<file path="src/core/frl_pkg.sv">
package frl_pkg;

    localparam int          NUM_CH         = 3;
    localparam int          DUTY_W         = 8;
    localparam int          ADDR_W         = 8;
    localparam logic [7:0]  DUTY_MAX       = 8'hFF;
    // register offsets
    localparam logic [7:0]  ADDR_RAMP_STEP_FIRST_CFG1 = 8'h62;
    localparam logic [7:0]  ADDR_RAMP_STEP_FIRST_CFG2 = 8'h63;
    localparam logic [7:0]  ADDR_PWM1_CFG  = 8'h5C;
    localparam logic [7:0]  ADDR_PWM2_CFG  = 8'h5D;
    localparam logic [7:0]  ADDR_PWM3_CFG  = 8'h5E;
    localparam logic [7:0]  ADDR_DUTY1     = 8'h30;
    localparam logic [7:0]  ADDR_DUTY2     = 8'h31;
    localparam logic [7:0]  ADDR_DUTY3     = 8'h32;
    // field positions
    localparam int          CFG1_EN1_BIT   = 3;
    localparam int          CFG1_STEP1_LSB = 0;
    localparam int          CFG2_EN2_BIT   = 7;
    localparam int          CFG2_STEP2_LSB = 4;
    localparam int          CFG2_EN3_BIT   = 3;
    localparam int          CFG2_STEP3_LSB = 0;
    localparam int          PWM_SLOW_BIT   = 3;
    // reset values
    localparam logic [7:0]  RAMP_STEP_FIRST_CFG_RST   = 8'h00;
    localparam logic [7:0]  PWM_CFG_RST    = 8'h00;
    localparam logic [7:0]  DUTY_RST       = 8'h00;
    // slow mode divides the update rate by this
    localparam int          SLOW_DIV       = 4;
    localparam logic [1:0]  SLOW_LAST      = 2'(SLOW_DIV - 1);

    typedef struct packed {
        logic       en;
        logic [2:0] step_code;
        logic       slow;
    } frl_ch_cfg_t;

    typedef struct packed {
        logic [ADDR_W-1:0] addr;
        logic [7:0]        wdata;
        logic              wr;
        logic              rd;
    } frl_bus_req_t;

    typedef enum logic [1:0] {
        FRL_HOLD = 2'b00,
        FRL_UP   = 2'b01,
        FRL_DOWN = 2'b11
    } frl_dir_t;

    // step code to time slots
    function automatic logic [7:0] step_slots(input logic [2:0] code);
        case (code)
            3'h0:    step_slots = 8'h01;
            3'h1:    step_slots = 8'h02;
            3'h2:    step_slots = 8'h03;
            3'h3:    step_slots = 8'h05;
            3'h4:    step_slots = 8'h08;
            3'h5:    step_slots = 8'h0C;
            3'h6:    step_slots = 8'h18;
            default: step_slots = 8'h30;
        endcase
    endfunction

endpackage

</file>
<file path="src/core/frl_ramp_ch.sv">
`timescale 1ns/1ps
`default_nettype none
module frl_ramp_ch (
    // clock and reset
    input  wire logic                 clk,
    input  wire logic                 nrst,
    // configuration
    input  wire frl_pkg::frl_ch_cfg_t cfg,
    // update stream
    input  wire logic                 upd,
    input  wire logic [7:0]           target,
    // result
    output logic [7:0]                duty,
    output frl_pkg::frl_dir_t         dir
);

    logic [7:0]        prev_r;
    logic [1:0]        slow_cnt_r;
    logic [7:0]        step;
    logic [8:0]        up_sum;
    logic [7:0]        prev_nxt;
    logic              step_ok;
    frl_pkg::frl_dir_t dir_nxt;

    assign step    = frl_pkg::step_slots(cfg.step_code);
    assign up_sum  = {1'b0, prev_r} + {1'b0, step};
    // slow mode acts only on every fourth update
    assign step_ok = !cfg.slow || (slow_cnt_r == frl_pkg::SLOW_LAST);

    always_comb begin
        prev_nxt = prev_r;
        dir_nxt  = frl_pkg::FRL_HOLD;
        if (!cfg.en) begin
            prev_nxt = target;
        end else if (target > prev_r) begin
            dir_nxt = frl_pkg::FRL_UP;
            if (step_ok) begin
                // clamp at target and full scale
                if (up_sum > {1'b0, target}) begin
                    prev_nxt = target;
                end else begin
                    prev_nxt = up_sum[7:0];
                end
            end
        end else if (target < prev_r) begin
            dir_nxt = frl_pkg::FRL_DOWN;
            if (step_ok) begin
                // no undershoot past target or zero
                if (prev_r - target < step) begin
                    prev_nxt = target;
                end else begin
                    prev_nxt = prev_r - step;
                end
            end
        end
    end

    always_ff @(posedge clk) begin
        if (!nrst) begin
            prev_r <= frl_pkg::DUTY_RST;
        end else if (upd) begin
            prev_r <= prev_nxt;
        end
    end

    always_ff @(posedge clk) begin
        if (!nrst) begin
            slow_cnt_r <= 2'h0;
        end else if (upd && cfg.en && cfg.slow) begin
            slow_cnt_r <= slow_cnt_r + 2'h1;
        end
    end

    always_ff @(posedge clk) begin
        if (!nrst) begin
            dir <= frl_pkg::FRL_HOLD;
        end else if (upd) begin
            dir <= dir_nxt;
        end
    end

    assign duty = prev_r;

endmodule
`default_nettype wire

</file>
<file path="src/core/frl_ramp_limiter.sv">
// Decided for this implementation: strobed register access.
`timescale 1ns/1ps
`default_nettype none
//////////////////////////////////////////////////////////////////////////////
// Behaviour
// - disabled output follows calculated duty directly
// - smoothing acts on duty, never temperature
// - first config bit 3 enables output one
// - second config bit 7 enables output two
// - second config bit 3 enables output three
// - each output enable acts independently
// - period is 255 slots, step one slot
// - step only 1,2,3,5,8,12,24,48 slots
// - each update compares target with previous duty
// - target above previous: raise by step
// - target below previous: lower by step
// - result saved as previous duty
// - three-bit step fields, codes map to steps
// - slow bit quarters the ramp rate
module frl_ramp_limiter (
    // clock and reset
    input  wire logic                            clk,
    input  wire logic                            nrst,
    // register port
    input  wire frl_pkg::frl_bus_req_t           bus,
    output logic [7:0]                           rdata,
    // calculated duty per output, one update strobe each
    input  wire logic [frl_pkg::NUM_CH-1:0]      duty_upd,
    input  wire logic [frl_pkg::NUM_CH-1:0][7:0] duty_target,
    // limited duty per output
    output logic [frl_pkg::NUM_CH-1:0][7:0]      duty_out,
    output logic [frl_pkg::NUM_CH-1:0]           ramping
);

    //////////////////////////////////////////////////////////////////////////
    // configuration registers

    logic [7:0]                               ramp_step_first_cfg1_r;
    logic [7:0]                               ramp_step_first_cfg2_r;
    logic [frl_pkg::NUM_CH-1:0][7:0]          pwm_cfg_r;
    frl_pkg::frl_ch_cfg_t [frl_pkg::NUM_CH-1:0] ch_cfg;
    frl_pkg::frl_dir_t [frl_pkg::NUM_CH-1:0]  ch_dir;
    logic [frl_pkg::NUM_CH-1:0][7:0]          ch_duty;
    logic [7:0]                               rdata_nxt;

    always_ff @(posedge clk) begin
        if (!nrst) begin
            ramp_step_first_cfg1_r <= frl_pkg::RAMP_STEP_FIRST_CFG_RST;
        end else if (bus.wr && bus.addr == frl_pkg::ADDR_RAMP_STEP_FIRST_CFG1) begin
            ramp_step_first_cfg1_r <= bus.wdata;
        end
    end

    always_ff @(posedge clk) begin
        if (!nrst) begin
            ramp_step_first_cfg2_r <= frl_pkg::RAMP_STEP_FIRST_CFG_RST;
        end else if (bus.wr && bus.addr == frl_pkg::ADDR_RAMP_STEP_FIRST_CFG2) begin
            ramp_step_first_cfg2_r <= bus.wdata;
        end
    end

    always_ff @(posedge clk) begin
        if (!nrst) begin
            pwm_cfg_r <= {frl_pkg::NUM_CH{frl_pkg::PWM_CFG_RST}};
        end else if (bus.wr) begin
            case (bus.addr)
                frl_pkg::ADDR_PWM1_CFG: pwm_cfg_r[0] <= bus.wdata;
                frl_pkg::ADDR_PWM2_CFG: pwm_cfg_r[1] <= bus.wdata;
                frl_pkg::ADDR_PWM3_CFG: pwm_cfg_r[2] <= bus.wdata;
                default: ;
            endcase
        end
    end

    //////////////////////////////////////////////////////////////////////////
    // field decode per output

    always_comb begin
        ch_cfg[0].en        = ramp_step_first_cfg1_r[frl_pkg::CFG1_EN1_BIT];
        ch_cfg[0].step_code = ramp_step_first_cfg1_r[frl_pkg::CFG1_STEP1_LSB +: 3];
        ch_cfg[1].en        = ramp_step_first_cfg2_r[frl_pkg::CFG2_EN2_BIT];
        ch_cfg[1].step_code = ramp_step_first_cfg2_r[frl_pkg::CFG2_STEP2_LSB +: 3];
        ch_cfg[2].en        = ramp_step_first_cfg2_r[frl_pkg::CFG2_EN3_BIT];
        ch_cfg[2].step_code = ramp_step_first_cfg2_r[frl_pkg::CFG2_STEP3_LSB +: 3];
        ch_cfg[0].slow      = pwm_cfg_r[0][frl_pkg::PWM_SLOW_BIT];
        ch_cfg[1].slow      = pwm_cfg_r[1][frl_pkg::PWM_SLOW_BIT];
        ch_cfg[2].slow      = pwm_cfg_r[2][frl_pkg::PWM_SLOW_BIT];
    end

    //////////////////////////////////////////////////////////////////////////
    // one independent limiter per output, acting on duty only

    genvar g;
    generate
        for (g = 0; g < frl_pkg::NUM_CH; g = g + 1) begin : g_ch
            frl_ramp_ch u_ch (
                .clk    (clk),
                .nrst   (nrst),
                .cfg    (ch_cfg[g]),
                .upd    (duty_upd[g]),
                .target (duty_target[g]),
                .duty   (ch_duty[g]),
                .dir    (ch_dir[g])
            );
            assign duty_out[g] = ch_duty[g];
            assign ramping[g]  = (ch_dir[g] != frl_pkg::FRL_HOLD);
        end
    endgenerate

    //////////////////////////////////////////////////////////////////////////
    // read port, data one cycle after strobe

    always_comb begin
        case (bus.addr)
            frl_pkg::ADDR_RAMP_STEP_FIRST_CFG1: rdata_nxt = ramp_step_first_cfg1_r;
            frl_pkg::ADDR_RAMP_STEP_FIRST_CFG2: rdata_nxt = ramp_step_first_cfg2_r;
            frl_pkg::ADDR_PWM1_CFG:  rdata_nxt = pwm_cfg_r[0];
            frl_pkg::ADDR_PWM2_CFG:  rdata_nxt = pwm_cfg_r[1];
            frl_pkg::ADDR_PWM3_CFG:  rdata_nxt = pwm_cfg_r[2];
            frl_pkg::ADDR_DUTY1:     rdata_nxt = ch_duty[0];
            frl_pkg::ADDR_DUTY2:     rdata_nxt = ch_duty[1];
            frl_pkg::ADDR_DUTY3:     rdata_nxt = ch_duty[2];
            default:                 rdata_nxt = 8'h00;
        endcase
    end

    always_ff @(posedge clk) begin
        if (!nrst) begin
            rdata <= 8'h00;
        end else if (bus.rd) begin
            rdata <= rdata_nxt;
        end else begin
            rdata <= 8'h00;
        end
    end

endmodule
`default_nettype wire

</file>
<file path="config.mk">
export PLATFORM = sky130hd
export DESIGN_NAME = frl_ramp_limiter
export DESIGN_NICKNAME = d
export VERILOG_FILES = /design/src/core/frl_pkg.sv /design/src/core/frl_ramp_ch.sv /design/src/core/frl_ramp_limiter.sv
export SDC_FILE = /design/constraint.sdc
export NUM_CORES = 1
export LEC_CHECK = 0
export ABC_AREA = 1
export ABC_CLOCK_PERIOD_IN_PS = 6700
export BUFFER_PORTS_ARGS = -buffer_cell sky130_fd_sc_hd__clkbuf_2
export CAP_MARGIN = 20
export CORE_MARGIN = 2
export CORE_UTILIZATION = 67
export CTS_CLUSTER_DIAMETER = 40
export CTS_CLUSTER_SIZE = 28
export DETAILED_ROUTE_END_ITERATION = 7
export HOLD_SLACK_MARGIN = 0.15
export PLACE_DENSITY = 0.95
export SLEW_MARGIN = 20
export SYNTH_ARGS = -nofsm -noshare
export SYNTH_HDL_FRONTEND = slang
export SYNTH_HIERARCHICAL = 1
export SYNTH_SLANG_ARGS = --single-unit
</file>
<file path="constraint.sdc">
create_clock -name clk -period 6.7 [get_ports clk]
set_clock_uncertainty 0.15 [all_clocks]
set_input_delay 0 -clock clk [delete_from_list [all_inputs] [get_ports clk]]
set_output_delay 0 -clock clk [all_outputs]
set_load 0.01 [all_outputs]
</file>
==> results.yml, run 1 <==
drt:
  wl_per_cell_um: 16.19
  drt-initial-drc-count: 1349
  vias_per_cell: 5.925
  detail-route-antenna-nets: 0
  drcViolationCount: 0
  firstDrtPassIters: 6
  wl_mm: 28.04
  vias: 10260
floorplan:
  die-width_um: 122.2
  ios: 82
  die_h_um: 122.2
  die-area_um2: 14940
  initial_utilization: 0.6801
  core_um2: 13770
  rows: 43
global_routing:
  grt_pass1_vias: 9406
  grt_pass1_wl_mm: 44.84
  grt.overflow.total: 0
  grt_antenna_before_repair: 0
  grt_max_degree: 54
  grt_use_total: 0.3757
worst_setup_path:
  worstPathRequired_ns: 6.84
  timing.rr.start: "ramp_step_first_cfg1_r[1]"
  crit_type: "flip-flop to flip-flop"
  endpoint_kind: "flip-flop"
  slowest_delay_ns: 0.55
  path_max_fanout: 9
  crit_top_cell: "nand2_1"
  startpoint_type: "flip-flop"
  cp_slowest_cell: "dlygate4sd3_1"
  cp.arrival_ns: 4.65
  startpoint: "ramp_step_first_cfg1_r[1]"
final_layout:
  drive_gt1_frac: 0.1385
  multi_input_area_um2: 6520
  n_antenna_cell: 0
  regArea_um2: 1682
  syn_to_final_growth_pct: 13.50
  filler_cell_count: 1041
  fin_nets: 1706
power_and_ir_drop:
  totalPowerFinal_w: 0.001581
  ir_drop_mv: 0.2150
  power_density_nw_per_um2: 148.7
  p_leak_nw: 5.438
synthesis:
  yosys_warnings: 6
  synth-async-reset-ratio: 0
  ys_ff_latch: 84
  synth_cells: 1427
  synth_edf_count: 0
  yosysSeqAreaShare: 0.1795
  synth_area_um2: 9368
  synth_nets: 1585
  avgSynthCellArea_um2: 6.565
  synth_ff_type: "dfxtp_1"
  synth_cell_types: 48
cts:
  cts_resized: 0
  cts.sinks: 84
  cts_tree: "yes"
  clk_pin_slew_ns: 0.07
  cts_root_buf: "clkbuf_16"
  worstSkewPairLatency_ns: 0.35
  cts_max_level: 3
  clockBufferDepth: 2
  cts_buffers: 9
placement:
  post-dp-hpwl_mm: 19.70
  gp_congestion: 1.069
  numPortBuffers: 81
timing:
  timing.setup.tns_ns: 0
  fin_crit_sh: 0.6734
  fmax_mhz: 221.6
  fin_crit_ns: 4.512
  timing_hold_violations_final: 0
  grt_setup_unrepaired: "no"
  setup_viol: 0
  worst_pin_slew_ns: 0.7199
  slew_headroom: 0.5189
  maxSlewViolCount: 0
hold_path:
  worstHoldStart: "bus[12]"
  min_path_type: "input port to flip-flop"
status:
  status: "completed"
flow_run:
  maxCapViolCount: 0
## per-stage QoR
step	instances	utilization	setup slack, ns	instance area (um2)	hold WS (ns)
final	1732	0.7720	2.188	10630	0.1795
after global routing	1732	0.7720	1.833	10630	0.2076
after CTS	1732	0.7720	2.275	10630	0.1707
after detailed placement	1653	0.7061	2.809	9726	0.1812
after global placement	1653	0.7061	2.983	9726	0.1786
after floorplan	1427	-	3.335	9368	-0.02724
## registers in the layout, summed over array words and instances (netlist names)
name	flops
ramp_step_first_cfg2_r	8
rdata	8
g_ch.u_ch/dir	6
ramp_step_first_cfg1_r	8
ch_cfg	3
g_ch.u_ch/duty	24
pwm_cfg_r	21
g_ch.u_ch/slow_cnt_r	6
## where the power goes
part / switching [W] / internal, W / leakage, nW
Clock: 0.000216 / 0.000251 / 0.125
Sequential: 0.0000295 / 0.000509 / 0.682
Combinational: 0.000364 / 0.000212 / 4.63
## Yosys cell counts (8+ instances only)
cell	n	area, um2
nand2_1	318	1194
inv_1	222	833.3
nand3_1	194	970.9
a21oi_1	134	670.6
ha_1	102	1276
dfxtp_1	84	1682
o21ai_0	55	275.3
nor2_1	54	202.7
xor2_1	35	306.5
nand4_1	25	156.4
nand2_2	22	137.6
a21oi_2	18	157.7
o21ai_1	16	80.08
buf_2	13	65.06
inv_2	13	48.80
nand3_2	12	120.1
buf_6	9	101.4
fa_1	9	180.2
nor2_4	8	90.09
## cells in the final DEF, fill, tap and decap left out, types with 4 or more instances in the layout
cell type / netlist / routed
nor2_4: 8 / 8
nor2_2: 6 / 6
nand2_1: 318 / 318
nand4_1: 25 / 25
nor3_2: 4 / 4
dlygate4sd3_1: 0 / 64
inv_2: 13 / 13
xnor2_1: 6 / 6
o21ai_0: 55 / 55
nand2_4: 7 / 7
nand3_1: 194 / 194
a21oi_2: 18 / 18
a21oi_1: 134 / 134
clkbuf_16: 0 / 9
fa_1: 9 / 9
xor2_1: 35 / 35
or2_2: 6 / 6
nand3_2: 12 / 12
ha_1: 102 / 102
nand3_4: 7 / 7
clkbuf_2: 2 / 81
nand2_2: 22 / 22
o21ai_1: 16 / 16
dfxtp_1: 84 / 84
nor2_1: 54 / 54
inv_1: 222 / 222
o211ai_2: 5 / 5
## worst paths after layout
| kind | end | slack (ns) | depth (start not counted) |
|---|---|---|---|
| worst max-delay path | g_ch[0].u_ch/duty[6] | 2.19 | 25 |
| worst min-delay path | pwm_cfg_r[17] | 0.18 | 5 |
| worst max register to register | g_ch[0].u_ch/duty[6] | 2.19 | 25 |
| worst min register to register | pwm_cfg_r[6] | 0.30 | 2 |
## worst max-delay path: cells and delay by family (launching register included)
family,cells,cell delay [ns]
fa+ha+maj,2,0.77
simple gates,12,1.00
compound gates,5,0.99
flops,1,0.38
xor+xnor,1,0.19
buf+inv,5,0.94
## logic make-up (layout without fill, tap and decap cells)
logic type | count (synthesis) | after routing | share of synthesized area
AND/OR/NAND/NOR | 675 | 675 | 0.3562
flip-flops | 84 | 84 | 0.1795
XOR/XNOR | 41 | 41 | 0.03833
buffers and inverters | 272 | 397 | 0.1245
adder cells (fa/ha/maj) | 111 | 111 | 0.1555
AO/OA/AOI/OAI | 244 | 244 | 0.1460
## timing repair
item                       in CTS  in global routing
setup endpoints to repair       0                  0
hold endpoints to repair       84                  0
hold buffers                   64                  0
setup buffers                   0                  0
## area by class of cell
class	instances	share of cell area
Clock buffer	10	0.02153
Clock inverter	5	0.003530
Inverter	236	0.08331
Multi-Input combinational cell	1071	0.6132
Sequential cell	84	0.1582
Tap cell	180	0.02118
Timing Repair Buffer	146	0.09908
## routing by layer
layer,GRT usage,vias to the layer above,part of all wire
met5,0,-,0
met4,0.1523,0,0.031
met3,0.05716,96,0.088
met2,0.6420,587,0.48
met1,0.4728,4664,0.40
li1,-,4915,-
(Power assumes the default switching activity.)
==> inputs of run 2 (changes only) <==
- ABC_CLOCK_PERIOD_IN_PS: 6700 -> 4400
- CORE_UTILIZATION: 67 -> 62
- PLACE_DENSITY: 0.95 -> 0.91
- clock period: 6.7 -> 4.4 ns (I/O delays scaled with it)
==> results.yml, run 2 (same netlist as run 1, synthesis figures left out) <==
floorplan:
  initial_utilization: 0.6397
  ios: 82
  rows: 44
  core_um2: 14640
  die_h_um: 126.9
  die-area_um2: 16110
  die-width_um: 126.9
global_routing:
  grt.overflow.total: 0
  grt_use_total: 0.3336
  grt_max_degree: 54
  grt_antenna_before_repair: 0
  grt_pass1_vias: 9372
  grt_pass1_wl_mm: 43.91
timing:
  setup_ws_ns: 0.2317
  fmax_mhz: 239.9
  slew_headroom: 0.3237
  fin_crit_sh: 0.9473
  worst_pin_slew_ns: 1.014
  setup_viol: 0
  timing_hold_violations_final: 0
  maxSlewViolCount: 0
  fin_crit_ns: 4.168
  timing.setup.tns_ns: 0
drt:
  wl_mm: 27.26
  vias: 10080
  detail-route-antenna-nets: 0
  wl_per_cell_um: 15.74
  drcViolationCount: 0
  drt-initial-drc-count: 1038
  firstDrtPassIters: 6
  vias_per_cell: 5.822
worst_setup_path:
  startpoint_type: "flip-flop"
  startpoint: "ramp_step_first_cfg1_r[0]"
  endpoint_kind: "flip-flop"
  cp-endpoint: "g_ch[0].u_ch/duty[6]"
  cp_slowest_cell: "dlygate4sd3_1"
  cp.depth: 25
  cp.arrival_ns: 4.31
  slowest_delay_ns: 0.55
  path_max_fanout: 9
  worstPathRequired_ns: 4.54
  rr_endpoint: "g_ch[0].u_ch/duty[6]"
  crit_buf_inv: 5
  r2r_cells: 25
  crit_top_cell: "nand2_1"
  timing.rr.start: "ramp_step_first_cfg1_r[0]"
  crit_family: "simple AND/OR/NAND/NOR gates"
  crit_type: "flip-flop to flip-flop"
  ff2ff_setup_slack_ns: 0.23
cts:
  cts_root_buf: "clkbuf_16"
  cts_tree: "yes"
  clockBufferDepth: 2
  cts_max_level: 3
  cts.sinks: 84
  cts_buffers: 9
  clk_pin_slew_ns: 0.06
  worstSkewPairLatency_ns: 0.35
flow_run:
  maxCapViolCount: 0
placement:
  gp_congestion: 0.9834
  numPortBuffers: 81
  post-dp-hpwl_mm: 19.64
  place_ws_ns: 0.5711
power_and_ir_drop:
  ir_drop_mv: 0.3462
  power_density_nw_per_um2: 226.5
  p_leak_nw: 5.422
hold_path:
  min_path_type: "input port to flip-flop"
final_layout:
  fin_util: 0.7282
  largest_reg_flops: 24
  mostFrequentLayoutCells: "nand2_1 (317), inv_1 (219), nand3_1 (194), a21oi_1 (134), ha_1 (101)"
  filler_cell_count: 1204
  n_antenna_cell: 0
  syn_to_final_growth_pct: 13.84
  final_common_cell: "nand2_1"
  drive_gt1_frac: 0.1525
  fin_nets: 1702
status:
  status: "completed"
==> run 2: layout make-up <==
| cell class | instances | area [um2] | share of cell area |
|---|---|---|---|
| Tap cell | 184 | 230.2 | 0.02159 |
| Inverter | 236 | 885.9 | 0.08307 |
| Clock buffer | 11 | 242.7 | 0.02276 |
| Timing Repair Buffer | 142 | 1006 | 0.09433 |
| Sequential cell | 84 | 1684 | 0.1579 |
| Multi-Input combinational cell | 1071 | 6581 | 0.6172 |
| Clock inverter | 4 | 33.78 | 0.003168 |
==> run 2: routing by layer <==
metal  GRT usage  wire (um)
met5           0          0
met3     0.05609       2449
met4      0.1306        900
met2      0.5639      12710
met1      0.4254      11200
==> run 2: tightest hold or removal path, cell delays in order <==
cell and delay, ns:
clkbuf_2 0.08, inv_2 0.03, nand2_2 0.10, nor2_4 0.11, nand3_1 0.08, nand2_1 0.05, nor2_1 0.08, a21oi_1 0.07
==> run 2: where the power goes <==
part	switching, W	internal (W)	total, W
combinational	0.000547	0.000322	0.000869
clock	0.000329	0.000399	0.000728
sequential	0.0000432	0.000775	0.000818
total	0.000919	0.00150	0.00242
==> run 2: through the flow <==
stage	cell area, um2	total power [W]	instances	hold slack, ns
floorplan	9368	0.001434	1427	-0.02724
global placement	9738	0.001614	1658	0.1818
detailed placement	9738	0.001632	1658	0.1914
CTS	10590	0.002388	1730	0.1545
global route	10660	0.002550	1732	0.2214
finish	10660	0.002415	1732	0.1642
==> run 2: what timing repair did <==
| item | in CTS | in global routing |
|---|---|---|
| gates resized for setup | 0 | 25 |
| endpoints found under the hold margin | 84 | 0 |
| hold buffers | 57 | 0 |
| setup endpoints to repair | 0 | 2 |
| setup buffers | 0 | 2 |
==> run 2: worst min path at each step <==
stage | startpoint | to | depth (start not counted)
after global routing | bus[12] | pwm_cfg_r[0] | 5
after global placement | duty_target[6] | g_ch[0].u_ch/duty[6] | 3
after floorplan | nrst | g_ch[0].u_ch/duty[6] | 2
after CTS | bus[17] | rdata[3] | 8
final | bus[17] | rdata[3] | 8
after detailed placement | duty_target[6] | g_ch[0].u_ch/duty[6] | 3
==> inputs of run 3 (changes only) <==
- PLACE_DENSITY: 0.91 -> 0.92
- SYNTH_HIERARCHICAL: 1 -> unset
==> results.yml, run 3 <==
status:
  status: "completed"
synthesis:
  synth_top_family_by_area: "simple AND/OR/NAND/NOR gates"
  synthSimpleGateAreaFrac: 0.3326
  synthMuxAreaShare: 0
  synth-async-reset-ratio: 0
  yosysSeqAreaShare: 0.1877
  synth_area_um2: 8960
  synth_largest_area_cell: "dfxtp_1"
  yosys_warnings: 0
  ys_ff_latch: 84
  synth_compound_area_frac: 0.1666
  synth_xor_area_frac: 0.03421
  synth.most_common_cell: "nand2_1"
  synth_ff_type: "dfxtp_1"
  avgSynthCellArea_um2: 6.479
  synth_cell_types: 49
  synth.area.top_cells: "dfxtp_1 (19%), ha_1 (14%), nand2_1 (14%)"
  synth_cells: 1383
  synth_nets: 1541
  netlist.area_leader.share: 0.1877
  synth_edf_count: 0
  yosys-top-cells-count: "nand2_1 (339), inv_1 (203), nand3_1 (170)"
  synth-adder-area-share: 0.1625
timing:
  timing.setup.tns_ns: 0
  fin_crit_sh: 0.9234
  hold_ws_ns: 0.1616
  worst_pin_slew_ns: 1.123
  setup_viol: 0
  timing_hold_violations_final: 0
  fin_crit_ns: 4.063
  maxSlewViolCount: 0
  slew_headroom: 0.2499
  setup_ws_ns: 0.3371
  fmax_mhz: 246.1
  grt_setup_unrepaired: "no"
global_routing:
  grt_max_degree: 48
  grt_pass1_vias: 9275
  grt_antenna_before_repair: 0
  grt.overflow.total: 0
  grt_pass1_wl_mm: 43.72
  grt_use_total: 0.3369
worst_setup_path:
  startpoint_type: "flip-flop"
  crit_top_cell: "nand2_1"
  worstPathRequired_ns: 4.56
  ff2ff_setup_slack_ns: 0.34
  slowest_delay_ns: 0.55
  crit_type: "flip-flop to flip-flop"
  cp_slowest_cell: "dlygate4sd3_1"
  cp.arrival_ns: 4.22
  crit_family: "simple AND/OR/NAND/NOR gates"
  path_max_fanout: 9
  cp_cell_sequence: "inv_1 > nor2_1 > inv_1 > ha_4 > o21ai_0 > a31o_2 > xor2_1 > inv_1 > ha_1 > nand2_1 > nor2_1 > nand2_1 > nand3_1 > nand2_1 > nand2_1 > nand2_1 > nand2_1 > nand2_2 > nand2_4 > nand2_1 > a21oi_1 > o21ai_1 > a21oi_1 > dlygate4sd3_1"
  crit_buf_inv: 4
  endpoint_kind: "flip-flop"
cts:
  cts_setup_buffers: 0
  cts_buffers: 9
  cts_max_level: 3
  cts_root_buf: "clkbuf_16"
  clk_pin_slew_ns: 0.07
  clockBufferDepth: 2
  worstSkewPairLatency_ns: 0.36
  cts_tree: "yes"
  cts.sinks: 84
drt:
  wl_mm: 27.06
  detail-route-antenna-nets: 0
  drt-initial-drc-count: 1284
  firstDrtPassIters: 8
  vias_per_cell: 6.004
  drcViolationCount: 0
  vias: 10070
  wl_per_cell_um: 16.14
placement:
  place_ws_ns: 0.5098
  placed_area_um2: 9404
  gp_congestion: 0.9905
  post-dp-hpwl_mm: 19.53
  numPortBuffers: 81
final_layout:
  largest_reg_flops: 24
  fin_util: 0.7339
  final_common_cell: "nand2_1"
  mostFrequentLayoutCells: "nand2_1 (338), inv_1 (202), nand3_1 (170), a21oi_1 (131), ha_1 (100)"
  n_antenna_cell: 0
  filler_cell_count: 1095
  drive_gt1_frac: 0.1343
  final_area_um2: 10270
  fin_nets: 1650
  syn_to_final_growth_pct: 14.58
floorplan:
  core_um2: 13990
  rows: 43
  initial_utilization: 0.6405
  die-width_um: 124.2
  ios: 82
  die_h_um: 124.2
  die-area_um2: 15430
flow_run:
  maxCapViolCount: 0
power_and_ir_drop:
  ir_drop_mv: 0.1993
  p_leak_nw: 5.083
  power_density_nw_per_um2: 236.5
hold_path:
  min_path_type: "input port to flip-flop"
run 3: cell types whose count changed in the layout (fill, tap and decap cells not counted), moves of 8 or more:
cell      delta
nand3_1     -24
nand2_1     +21
inv_1       -17
a221oi_1    +16
o21ai_1     -14
nand4_1     -12
nand2_2     -10
nand3_2      -9
a211oi_2     +8
o22ai_1      +8
run 3: layout make-up:
type	instances	area, um2	area share
clock buffer	9	225.2	0.02194
clock inverter	7	78.83	0.007678
inverter	222	833.3	0.08117
multi-input combinational	1040	6284	0.6121
sequential	84	1682	0.1638
tap	180	225.2	0.02194
timing repair buffer	135	938.4	0.09141
run 3: timing repair:
item / CTS / global route
gates resized for setup: 0 / 7
hold endpoints to repair: 84 / 0
hold buffers: 51 / 0
setup endpoints to repair: 0 / 1
run 3: tightest hold or removal path, cell delays in order:
cell and delay, ns:
clkbuf_2 0.11, nand3_2 0.16, nor2_2 0.16, nand2_1 0.09, a31oi_1 0.08
run 3: logic make-up (layout without fill, tap and decap cells):
group / after synthesis / in the layout
xor gates and xnor gates: 35 / 35
AOI/OAI and AO/OA: 249 / 249
and+or+nand+nor: 645 / 645
buffers and inverters: 259 / 373
DFF: 84 / 84
adders and majority gates: 111 / 111
run 3: stage by stage:
step           total power, W  std cells
2_1_floorplan        0.001382       1383
3_3_place_gp         0.001550       1610
3_5_place_dp         0.001570       1610
4_1_cts              0.002390       1677
5_1_grt              0.002543       1677
6_report             0.002428       1677
run 3: final timing paths:
| kind | start | end | depth (start not counted) |
|---|---|---|---|
| setup / recovery | ramp_step_first_cfg1_r[2] | g_ch[0].u_ch.duty[6] | 24 |
| hold / removal | bus[13] | rdata[4] | 5 |
| setup reg to reg | ramp_step_first_cfg1_r[2] | g_ch[0].u_ch.duty[6] | 24 |
| hold reg to reg | pwm_cfg_r[17] | pwm_cfg_r[17] | 2 |
run 3: per-layer routing:
metal / part of all wire / up-vias / track usage
met5: 0 / - / 0
met4: 0.053 / 0 / 0.1804
met3: 0.10 / 151 / 0.05766
met2: 0.45 / 644 / 0.5439
met1: 0.40 / 4483 / 0.4291
li1: - / 4791 / -
run 3: power by group:
part           total [W]  internal [W]  switching (W)  leakage, nW
clock network   0.000805      0.000448       0.000357        0.151
logic           0.000813      0.000300       0.000513         4.25
registers       0.000811      0.000774      0.0000373        0.681
total            0.00243       0.00152       0.000907         5.08
